[src/lec_defines.vh]
// Offsets, field positions and constants of the link enhancement block
`ifndef LEC_DEFINES_VH
`define LEC_DEFINES_VH
`define LEC_OFS_SET 12'ha88
`define LEC_OFS_CLR 12'ha8c
`define LEC_OFS_CFG 12'hf4
`define LEC_WR_MASK 16'hb582
`define LEC_RESET 16'h1000
`define LEC_BIT_REORDER_DIS 15
`define LEC_THR_HI 13
`define LEC_THR_LO 12
`define LEC_BIT_MPEG 10
`define LEC_BIT_DV 8
`define LEC_BIT_PRIO 7
`define LEC_BIT_ACCEL 1
`define LEC_EE_MASK 16'h0082
`define LEC_THR_SF 2'h0
`define LEC_THR_BYTES_SF 13'h1fff
`define LEC_THR_BYTES_1 13'h06a4
`define LEC_THR_BYTES_2 13'h0400
`define LEC_THR_BYTES_3 13'h0200
`define LEC_FMT_MPEG 6'h20
`define LEC_FMT_DV 6'h00
`define LEC_BYTES_PER_WORD 2
`endif

[src/lec_top.v]
// Link enhancement register and async transmit threshold gate
`timescale 1ns/1ps
`include "lec_defines.vh"

module lec_fifo #(
  parameter WIDTH = 33,
  parameter DEPTH = 16,
  parameter AW = 4
) (
  input wire clk,
  input wire reset_n,
  input wire in_valid,
  output wire in_ready,
  input wire [WIDTH-1:0] in_data,
  output wire out_valid,
  input wire out_ready,
  output wire [WIDTH-1:0] out_data,
  output reg [AW:0] fill
);
  reg [WIDTH-1:0] mem [0:DEPTH-1];
  reg [AW-1:0] wr_ptr;
  reg [AW-1:0] rd_ptr;
  wire push;
  wire pop;
  // Handshake flags from the fill level
  assign in_ready = (fill != DEPTH[AW:0]);
  assign out_valid = (fill != {(AW+1){1'b0}});
  assign push = in_valid & in_ready;
  assign pop = out_valid & out_ready;
  assign out_data = mem[rd_ptr];
  // Storage array, written on push
  always @(posedge clk) begin
    if (push) begin
      mem[wr_ptr] <= in_data;
    end
  end
  // Pointers wrap at the last entry; fill counts words
  always @(posedge clk or negedge reset_n) begin
    if (!reset_n) begin
      wr_ptr <= {AW{1'b0}};
      rd_ptr <= {AW{1'b0}};
      fill <= {(AW+1){1'b0}};
    end else begin
      if (push) begin
        if (wr_ptr == DEPTH[AW-1:0] - 1'b1) begin
          wr_ptr <= {AW{1'b0}};
        end else begin
          wr_ptr <= wr_ptr + 1'b1;
        end
      end
      if (pop) begin
        if (rd_ptr == DEPTH[AW-1:0] - 1'b1) begin
          rd_ptr <= {AW{1'b0}};
        end else begin
          rd_ptr <= rd_ptr + 1'b1;
        end
      end
      if (push && !pop) begin
        fill <= fill + 1'b1;
      end else if (pop && !push) begin
        fill <= fill - 1'b1;
      end
    end
  end
endmodule

module lec_top #(
  parameter DEPTH = 16,
  parameter AW = 4
) (
  input wire clk,
  input wire reset_n,
  input wire [11:0] reg_addr,
  input wire reg_wr,
  input wire reg_rd,
  input wire [31:0] reg_wdata,
  output reg [31:0] reg_rdata,
  output reg reg_rvalid,
  input wire eeprom_load,
  input wire [7:0] eeprom_byte,
  input wire retries_zero,
  input wire retry_active,
  input wire tx_in_valid,
  output wire tx_in_ready,
  input wire [31:0] tx_in_data,
  input wire tx_in_last,
  output wire tx_out_valid,
  input wire tx_out_ready,
  output wire [31:0] tx_out_data,
  output wire tx_out_last,
  output reg tx_underrun,
  output reg store_forward,
  input wire iso_fmt_valid,
  input wire [5:0] iso_fmt,
  output reg mpeg_stamp_apply,
  output reg video_cip_stamp_apply,
  output wire async_tx_reorder_disable,
  output wire mpeg_stamp_enable,
  output wire video_cip_stamp_enable,
  output wire priority_arb_enable,
  output wire accel_notify
);
  // Sequencer states
  localparam ST_IDLE = 2'b00;
  localparam ST_SEND = 2'b01;
  localparam ST_DROP = 2'b10;

  // Register copy, sticky underrun and transmit state
  reg [15:0] link_enh;
  reg [15:0] next_link_enh;
  reg underrun_seen;
  reg [1:0] state;
  reg [1:0] next_state;
  reg [AW:0] pkt_count;
  reg [12:0] thr_bytes;
  wire [AW:0] fill;
  wire [32:0] fifo_out;
  wire fifo_valid;
  wire fifo_ready;
  wire fifo_pop;
  wire in_push;
  wire [12:0] fill_bytes;
  wire [1:0] thr_field;
  wire sf_mode;
  wire whole_pkt;
  wire start;
  wire sw_write;
  wire underrun_evt;
  wire hit_set;
  wire hit_clr;
  wire hit_cfg;
  wire hit_reg;
  wire mpeg_fmt_hit;
  wire video_fmt_hit;

  // Enhancement bits out to the link
  assign thr_field = link_enh[`LEC_THR_HI:`LEC_THR_LO];
  assign async_tx_reorder_disable = link_enh[`LEC_BIT_REORDER_DIS];
  assign mpeg_stamp_enable = link_enh[`LEC_BIT_MPEG];
  assign video_cip_stamp_enable = link_enh[`LEC_BIT_DV];
  assign priority_arb_enable = link_enh[`LEC_BIT_PRIO];
  assign accel_notify = link_enh[`LEC_BIT_ACCEL];

  // Address decode of the two aliases and the configuration copy
  assign hit_set = (reg_addr == `LEC_OFS_SET);
  assign hit_clr = (reg_addr == `LEC_OFS_CLR);
  assign hit_cfg = (reg_addr == `LEC_OFS_CFG);
  assign hit_reg = hit_set || hit_clr || hit_cfg;

  // Register writes through the aliases and the configuration copy
  assign sw_write = reg_wr && hit_reg;
  always @* begin
    next_link_enh = link_enh;
    if (reg_wr && hit_set) begin
      next_link_enh = link_enh | (reg_wdata[15:0] & `LEC_WR_MASK);
    end else if (reg_wr && hit_clr) begin
      next_link_enh = link_enh & ~(reg_wdata[15:0] & `LEC_WR_MASK);
    end else if (reg_wr && hit_cfg) begin
      next_link_enh = reg_wdata[15:0] & `LEC_WR_MASK;
    end
    if (eeprom_load) begin
      next_link_enh = (next_link_enh & ~`LEC_EE_MASK) |
        ({8'h00, eeprom_byte} & `LEC_EE_MASK);
    end
  end

  always @(posedge clk or negedge reset_n) begin
    if (!reset_n) begin
      link_enh <= `LEC_RESET;
    end else begin
      link_enh <= next_link_enh;
    end
  end

  // Read path, one cycle after the strobe
  always @(posedge clk or negedge reset_n) begin
    if (!reset_n) begin
      reg_rdata <= 32'h00000000;
      reg_rvalid <= 1'b0;
    end else begin
      reg_rvalid <= reg_rd;
      if (reg_rd && hit_reg) begin
        reg_rdata <= {16'h0000, link_enh & `LEC_WR_MASK};
      end else if (reg_rd) begin
        reg_rdata <= 32'h00000000;
      end
    end
  end

  // Threshold selection
  always @* begin
    case (thr_field)
      2'b01: begin
        thr_bytes = `LEC_THR_BYTES_1;
      end
      2'b10: begin
        thr_bytes = `LEC_THR_BYTES_2;
      end
      2'b11: begin
        thr_bytes = `LEC_THR_BYTES_3;
      end
      default: begin
        thr_bytes = `LEC_THR_BYTES_SF;
      end
    endcase
  end

  // Store-and-forward whenever any forcing condition holds
  assign sf_mode = (thr_field == `LEC_THR_SF) ||
    underrun_seen ||
    retry_active ||
    retries_zero;

  // Transmit FIFO with end-of-packet flag in the top bit
  assign in_push = tx_in_valid & tx_in_ready;
  assign fifo_pop = fifo_valid & fifo_ready;
  lec_fifo #(
    .WIDTH(33),
    .DEPTH(DEPTH),
    .AW(AW)
  ) u_fifo (
    .clk(clk),
    .reset_n(reset_n),
    .in_valid(tx_in_valid),
    .in_ready(tx_in_ready),
    .in_data({tx_in_last, tx_in_data}),
    .out_valid(fifo_valid),
    .out_ready(fifo_ready),
    .out_data(fifo_out),
    .fill(fill)
  );

  // Complete packets held in the FIFO
  always @(posedge clk or negedge reset_n) begin
    if (!reset_n) begin
      pkt_count <= {(AW+1){1'b0}};
    end else begin
      if ((in_push && tx_in_last) && !(fifo_pop && fifo_out[32])) begin
        pkt_count <= pkt_count + 1'b1;
      end else if (!(in_push && tx_in_last) && (fifo_pop && fifo_out[32]))
      begin
        pkt_count <= pkt_count - 1'b1;
      end
    end
  end

  // Start condition and underrun detection
  assign fill_bytes = {{(12-AW){1'b0}}, fill} << `LEC_BYTES_PER_WORD;
  assign whole_pkt = (pkt_count != {(AW+1){1'b0}});
  assign start = fifo_valid &&
    (whole_pkt || (!sf_mode && fill_bytes >= thr_bytes));
  assign underrun_evt = (state == ST_SEND) && !fifo_valid;

  // Output stage taken straight from the FIFO head
  assign fifo_ready = ((state == ST_SEND) && tx_out_ready) ||
    (state == ST_DROP);
  assign tx_out_valid = (state == ST_SEND) && fifo_valid;
  assign tx_out_data = fifo_out[31:0];
  assign tx_out_last = fifo_out[32];

  // Transmit sequencer
  always @* begin
    next_state = state;
    case (state)
      ST_IDLE: begin
        if (start) begin
          next_state = ST_SEND;
        end
      end
      ST_SEND: begin
        if (!fifo_valid) begin
          next_state = ST_DROP;
        end else if (tx_out_ready && fifo_out[32]) begin
          next_state = ST_IDLE;
        end
      end
      ST_DROP: begin
        if (fifo_valid && fifo_out[32]) begin
          next_state = ST_IDLE;
        end
      end
      default: begin
        next_state = ST_IDLE;
      end
    endcase
  end

  always @(posedge clk or negedge reset_n) begin
    if (!reset_n) begin
      state <= ST_IDLE;
      tx_underrun <= 1'b0;
      store_forward <= 1'b0;
    end else begin
      state <= next_state;
      tx_underrun <= underrun_evt;
      store_forward <= sf_mode;
    end
  end

  // Sticky underrun mode; a new underrun beats a register write
  always @(posedge clk or negedge reset_n) begin
    if (!reset_n) begin
      underrun_seen <= 1'b0;
    end else if (underrun_evt) begin
      underrun_seen <= 1'b1;
    end else if (sw_write) begin
      underrun_seen <= 1'b0;
    end
  end

  assign mpeg_fmt_hit = iso_fmt_valid && (iso_fmt == `LEC_FMT_MPEG);
  assign video_fmt_hit = iso_fmt_valid && (iso_fmt == `LEC_FMT_DV);

  // Timestamp enhancement marks for isochronous transmit streams
  always @(posedge clk or negedge reset_n) begin
    if (!reset_n) begin
      mpeg_stamp_apply <= 1'b0;
      video_cip_stamp_apply <= 1'b0;
    end else begin
      mpeg_stamp_apply <= mpeg_fmt_hit && mpeg_stamp_enable;
      video_cip_stamp_apply <= video_fmt_hit &&
        video_cip_stamp_enable;
    end
  end
endmodule

[config.mk]
export PLATFORM = sky130hd
export DESIGN_NAME = lec_top
export DESIGN_NICKNAME = d
export VERILOG_FILES = /design/src/lec_top.v
export VERILOG_INCLUDE_DIRS = /design/src
export SDC_FILE = /design/constraint.sdc
export NUM_CORES = 1
export LEC_CHECK = 0
export BUFFER_PORTS_ARGS = -buffer_cell sky130_fd_sc_hd__buf_2
export CELL_PAD_IN_SITES_DETAIL_PLACEMENT = 0
export CELL_PAD_IN_SITES_GLOBAL_PLACEMENT = 2
export CORE_MARGIN = 4
export CORE_UTILIZATION = 51
export CTS_CLUSTER_SIZE = 28
export DETAILED_ROUTE_END_ITERATION = 8
export HOLD_SLACK_MARGIN = 0.05
export PLACE_DENSITY_LB_ADDON = 0.1
export SYNTH_ARGS = -nofsm -noshare
export SYNTH_HDL_FRONTEND = slang
export SYNTH_SLANG_ARGS = --single-unit
[constraint.sdc]
create_clock -name clk -period 6.9 [get_ports clk]
set_clock_uncertainty 0.2 [all_clocks]
set_input_delay 1.38 -clock clk [delete_from_list [all_inputs] [get_ports clk]]
set_output_delay 1.38 -clock clk [all_outputs]
set_load 0.03 [all_outputs]
Word-level counts from Yosys, hierarchy flattened
Memory sizes are Yosys's and may differ from the RTL's.
Cells that the tools add are included.
{"block": "totals", "latch_bits": 0, "elab_cells": 111, "register_bits": 74, "output_inout_bits": 77, "romBits": 0, "inputBits": 101, "mem_count": 1, "mem_bits_rw": 528}
{"block": "op_classes", "mul": 0, "n_reduce_logical": 46, "bitwise": 6, "add_sub_neg": 6, "shifts": 0, "n_eq_ne": 15, "n_lt_le_gt_ge": 1, "n_mux": 22, "div": 0}
{"memory": "u_fifo.mem", "depth": 16, "word_bits": 33, "read_ports": 1, "rd_ports_with_merged_regs": 0, "wr": 1, "line_no": "lec_top.v:20", "text": "reg [WIDTH-1:0] mem [0:DEPTH-1];"}
{"cell": "2-to-1 mux 16 bit", "count": 4}
{"cell": "2-to-1 mux 32 bit", "count": 2}
{"cell": "one-hot mux 13 bit (3 select lines)", "count": 1}
{"cell": "== test 12 bit (second input constant)", "count": 2}
{"cell": "logical AND 1 bit", "count": 22}
{"cell": "2-to-1 mux 5 bit", "count": 4}
{"cell": "AND 16 bit", "count": 1}
{"cell": "inverter 16 bit", "count": 1}
{"cell": "bitwise OR 16 bit", "count": 1}
{"cell": "bitwise OR 16 x 8 -> 16 bit", "count": 1}
{"cell": ">= comparator 7 x 13 -> 1 bit", "count": 1}
{"cell": "== test 12 x 8 -> 1 bit (second input constant)", "count": 1}
{"cell": "adder 5 x 1 -> 5 bit (second input constant)", "count": 2}
{"cell": "nonzero test 5 bit", "count": 2}
{"cell": "subtractor 5 x 1 -> 5 bit (second input constant)", "count": 2}
{"cell": "adder 4 x 1 -> 4 bit (second input constant)", "count": 2}
{"cell": "== test 4 bit (second input constant)", "count": 2}
{"cell": "2-to-1 mux 2 bit", "count": 4}
{"cell": "2-to-1 mux 4 bit", "count": 2}
{"cell": "nonzero test 2 bit", "count": 4}
{"cell": "logical OR 1 bit", "count": 7}
{"cell": "== test 2 bit (second input constant)", "count": 3}
{"cell": "== test 6 bit (second input constant)", "count": 1}
{"cell": "logical NOT 1 bit", "count": 6}
{"cell": "12 further kinds", "count": 18}

Depth between registers and ports, before layout
{"block": "depth", "word_depth": 10, "mapped_depth": 11, "ltp_nobuf": 10}

Hierarchy
A second synthesis with hierarchy kept.
{"block": "unflattened", "hier_cells": 1205, "area_unflattened_um2": 22689.3}
{"mod": "lec_fifo", "n_inst": 1, "area_each_um2": 21033.9, "cells_per_inst": 1046}
{"mod": "lec_top", "n_inst": 1, "area_each_um2": 1655.3, "cells_per_inst": 159}

Least setup slack after synthesis
Ideal clock, no wire load.
{"block": "synth_timing", "kind": "input port to flip-flop", "start": "input tx_in_valid", "end": "memory u_fifo.mem[0][0] (enable)", "setup_slack_ns": 2.007, "t_arrival_ns": 4.229, "cell_stages": 4, "t_required_ns": 6.236, "setup_time_ns": 0.464, "path_cell_list": "o31a_1 clkbuf_1 nand2_1 nor3_1"}
{"block": "synth_between", "elab_chain_cells": 3}
{"element": "start, declared", "line_no": "lec_top.v:83", "text": "input wire tx_in_valid,"}
{"element": "AND 1 bit"}
{"element": "via in_push", "line_no": "lec_top.v:121", "text": "wire in_push;"}
{"element": "2-to-1 mux 1 bit", "line_no": "lec_top.v:33", "text": "if (push) begin"}
{"element": "2-to-1 mux 1 bit (not written as such)", "line_no": "lec_top.v:34", "text": "mem[wr_ptr] <= in_data;"}
{"element": "end, declared", "line_no": "lec_top.v:20"}
The timed path passes the listed nets, and every way through them passes these cells.

Final worst setup path
{"block": "layout_timing", "start": "register u_fifo.rd_ptr[0]", "end": "output tx_out_data[3]"}
{"block": "layout_between", "elab_chain_cells": 1}
{"element": "start, declared", "line_no": "lec_top.v:22", "text": "reg [AW-1:0] rd_ptr;"}
{"element": "start signal, assigned", "line_no": "lec_top.v:41", "text": "rd_ptr <= {AW{1'b0}};"}
{"element": "start signal, assigned", "line_no": "lec_top.v:53", "text": "rd_ptr <= {AW{1'b0}};"}
{"element": "start signal, assigned", "line_no": "lec_top.v:55", "text": "rd_ptr <= rd_ptr + 1'b1;"}
{"element": "memory (16 x 33 bit)"}
{"element": "end, declared", "line_no": "lec_top.v:89", "text": "output wire [31:0] tx_out_data,"}
No other way between the ends.

==> insert_results.sql <==
INSERT INTO impl_metrics (metric_group, metric, value, unit) VALUES
('status', 'outcome', 'complete, no violations', ''),
('setup_path', 'endpoint_kind', 'output port', ''),
('run', 'maxCapViolations', '0', ''),
('setup_path', 'cp.depth', '4', ''),
('pwr', 'cellPowerDensity', '414.9', 'nW/um^2'),
('clock_tree', 'clock_tree.buffer_depth', '3', ''),
('routing', 'drt_first_pass_iters', '4', ''),
('placement', 'dp_hpwl', '25120', 'um'),
('setup_path', 'critPathLaunch', 'u_fifo.rd_ptr[0]', ''),
('setup_path', 'crit_type', 'reg2out', ''),
('routing', 'dr_wl_met2', '23690', 'um'),
('pwr', 'switchingPower', '3.282', 'mW'),
('routing', 'highest_layer', 'met5', ''),
('clock_tree', 'postCtsHoldBufs', '0', ''),
('clock_tree', 'tritoncts.num_buffers', '57', ''),
('setup_path', 'worst_r2r_endpoint', 'pkt_count[4]', ''),
('logic_synthesis', 'synthesis.instances', '1001', ''),
('setup_path', 'r2r-start', 'u_fifo.rd_ptr[0]', ''),
('logic_synthesis', 'yosys_register_bits', '568', ''),
('pwr', 'clockPowerShare', '28.7', '%'),
('routing', 'avgRoutedWirePerCell', '25.79', 'um'),
('global_route', 'grt_remaining_overflow', '0', ''),
('clock_tree', 'sinks_on_clock_net', '568', ''),
('clock_tree', 'clock-root-buffer', 'clkbuf_16', ''),
('layout', 'postLayoutCoreUtil', '59.09', '%'),
('pwr', 'internal_power', '7.302', 'mW'),
('global_route', 'antenna_found_initial', '3', ''),
('routing', 'total_routed_wirelength', '46210', 'um'),
('setup_path', 'cp_cell_sequence', 'buf_4 > mux4_2 > mux4_2 > buf_2', ''),
('logic_synthesis', 'synth.area.top_cells', 'edfxtp_1 71%, mux4_2 17%, dfrtp_1 4.4%, buf_4 0.84%, ha_1 0.73%', ''),
('die', 'die-area', '47190', 'um^2'),
('layout', 'mostFrequentLayoutCells', '528 x edfxtp_1, 165 x mux4_2, 121 x buf_2', ''),
('logic_synthesis', 'seq_area_frac_synth', '75.50', '%'),
('logic_synthesis', 'synth-warning-count', '0', ''),
('setup_path', 'crit_fanout', '47', ''),
('pwr', 'comb_power_share', '29.6', '%'),
('clock_tree', 'htree_num_levels', '2', ''),
('placement', 'portBuffers', '121', ''),
('setup_path', 'reg2reg_depth', '10', ''),
('global_route', 'global_route.usage.total', '19.91', '%'),
('setup_path', 'reg2reg_setup_slack', '2.99', 'ns'),
('routing', 'wl_met3', '1885', 'um'),
('placement', 'dp_worst_setup_slack', '2.375', 'ns'),
('timing', 'maxClockFrequency', '197.2', 'MHz'),
('setup_path', 'slowest_stage', 'dfrtp_4', ''),
('routing', 'ant_nets', '0', ''),
('die', 'core', '43170', 'um^2'),
('logic_synthesis', 'ys_types', '54', ''),
('die', 'dieHeight', '217.2', 'um'),
('layout', 'area_growth_syn_to_layout', '14.26', '%'),
('pwr', 'leakage', '8.424', 'nW'),
('clock_tree', 'path_clk_slew', '0.06', 'ns'),
('layout', 'fin_area', '25510', 'um^2'),
('die', 'initial_utilization', '51.72', '%'),
('pwr', 'peak_supply_drop', '0.3362', 'mV'),
('timing', 'post-route-period-util', '73.51', '%'),
('clock_tree', 'cts_resized', '0', ''),
('timing', 'worstMarginPinSlew', '1.171', 'ns'),
('timing', 'worst_slack', '1.828', 'ns'),
('pwr', 'swShare', '31.01', '%'),
('setup_path', 'worst-path-buf-inv', '2', ''),
('timing', 'hold_ws', '0.2748', 'ns'),
('clock_tree', 'clock_latency_at_the_later_pin_of_the_worst_skew_pair', '0.60', 'ns'),
('logic_synthesis', 'synth_top_cell_area_share', '71.02', '%'),
('clock_tree', 'cts_setup_buffers', '0', ''),
('setup_path', 'worst_ep_arrival_time', '3.49', 'ns'),
('placement', 'placedCellCount', '1685', ''),
('routing', 'route.layer.met1.wl', '19760', 'um'),
('logic_synthesis', 'yosys.area.top_type', 'edfxtp_1', ''),
('hold_path', 'hp-class', 'reg2reg', ''),
('timing', 'min_period', '5.072', 'ns');
==> flip-flops by register name (all words and copies together) (netlist names), 2 cells and up, named ones only <==
register	cells
pkt_count	5
reg_rdata	7
u_fifo.mem	528
state	2
link_enh	2
u_fifo.fill	5
u_fifo.rd_ptr	4
u_fifo.wr_ptr	4
==> Yosys cell counts (9+ instances only) <==
cell / n
a21oi_1: 13
buf_2: 12
buf_4: 25
buf_6: 9
clkbuf_1: 19
dfrtp_1: 39
edfxtp_1: 528
ha_1: 13
inv_1: 12
mux4_2: 165
nand2_1: 26
nor2_1: 20
o22ai_1: 10
==> final cells by class <==
class / count / area, um^2
Clock buffer: 79 / 1549
Clock inverter: 28 / 306.5
Tap cell: 585 / 732.0
Fill cell: 3140 / 17660
Sequential cell: 568 / 16870
Inverter: 14 / 52.55
Multi-Input combinational cell: 372 / 5174
Timing Repair Buffer: 146 / 830.8
==> worst register-to-register path, delay by kind of cell (launching register included) <==
kind                     cells  cell delay (ns)
XOR/XNOR                     1             0.13
adder cells (fa/ha/maj)      2             0.58
flip-flops                   1             1.09
AND/OR/NAND/NOR              1             0.10
AO/OA/AOI/OAI                2             0.37
multiplexers                 2             0.86
buffers and inverters        2             0.50
==> power by group through the flow <==
| stage | Combinational [mW] | Sequential (mW) | Clock (mW) |
|---|---|---|---|
| 2_1_floorplan | 2.48 | 4.29 | 0 |
| 3_3_place_gp | 3.19 | 4.48 | 0 |
| 3_5_place_dp | 3.19 | 4.49 | 0 |
| 4_1_cts | 3.20 | 4.43 | 3.11 |
| 5_1_grt | 3.35 | 4.46 | 3.28 |
| 6_report | 3.13 | 4.41 | 3.04 |
==> logic make-up (layout without fill, tap and decap cells) <==
logic type               after synthesis  in the layout  share of synthesized area (%)
XOR/XNOR                              10             10                         0.3923
multiplexers                         169            169                          16.83
adder cells (fa/ha/maj)               15             15                         0.9079
buffers and inverters                 85            267                          2.219
flip-flops                           568            568                          75.50
other                                  1             25                        0.01680
AO/OA/AOI/OAI                         66             66                          2.029
AND/OR/NAND/NOR                       87             87                          2.096
==> worst min-delay path by stage <==
stage | startpoint | endpoint
after CTS | pkt_count[4] | pkt_count[4]
after global placement | pkt_count[4] | pkt_count[4]
final | pkt_count[4] | pkt_count[4]
after global routing | pkt_count[4] | pkt_count[4]
after floorplan | underrun_seen | store_forward
after detailed placement | pkt_count[4] | pkt_count[4]
==> metal layers <==
metal | up-vias | GRT usage (%)
met5 | - | 0
met4 | 6 | 4.918
met3 | 70 | 2.904
met1 | 5409 | 28.24
met2 | 257 | 33.32
li1 | 4491 | -
Power figures use the tool's default switching activity.
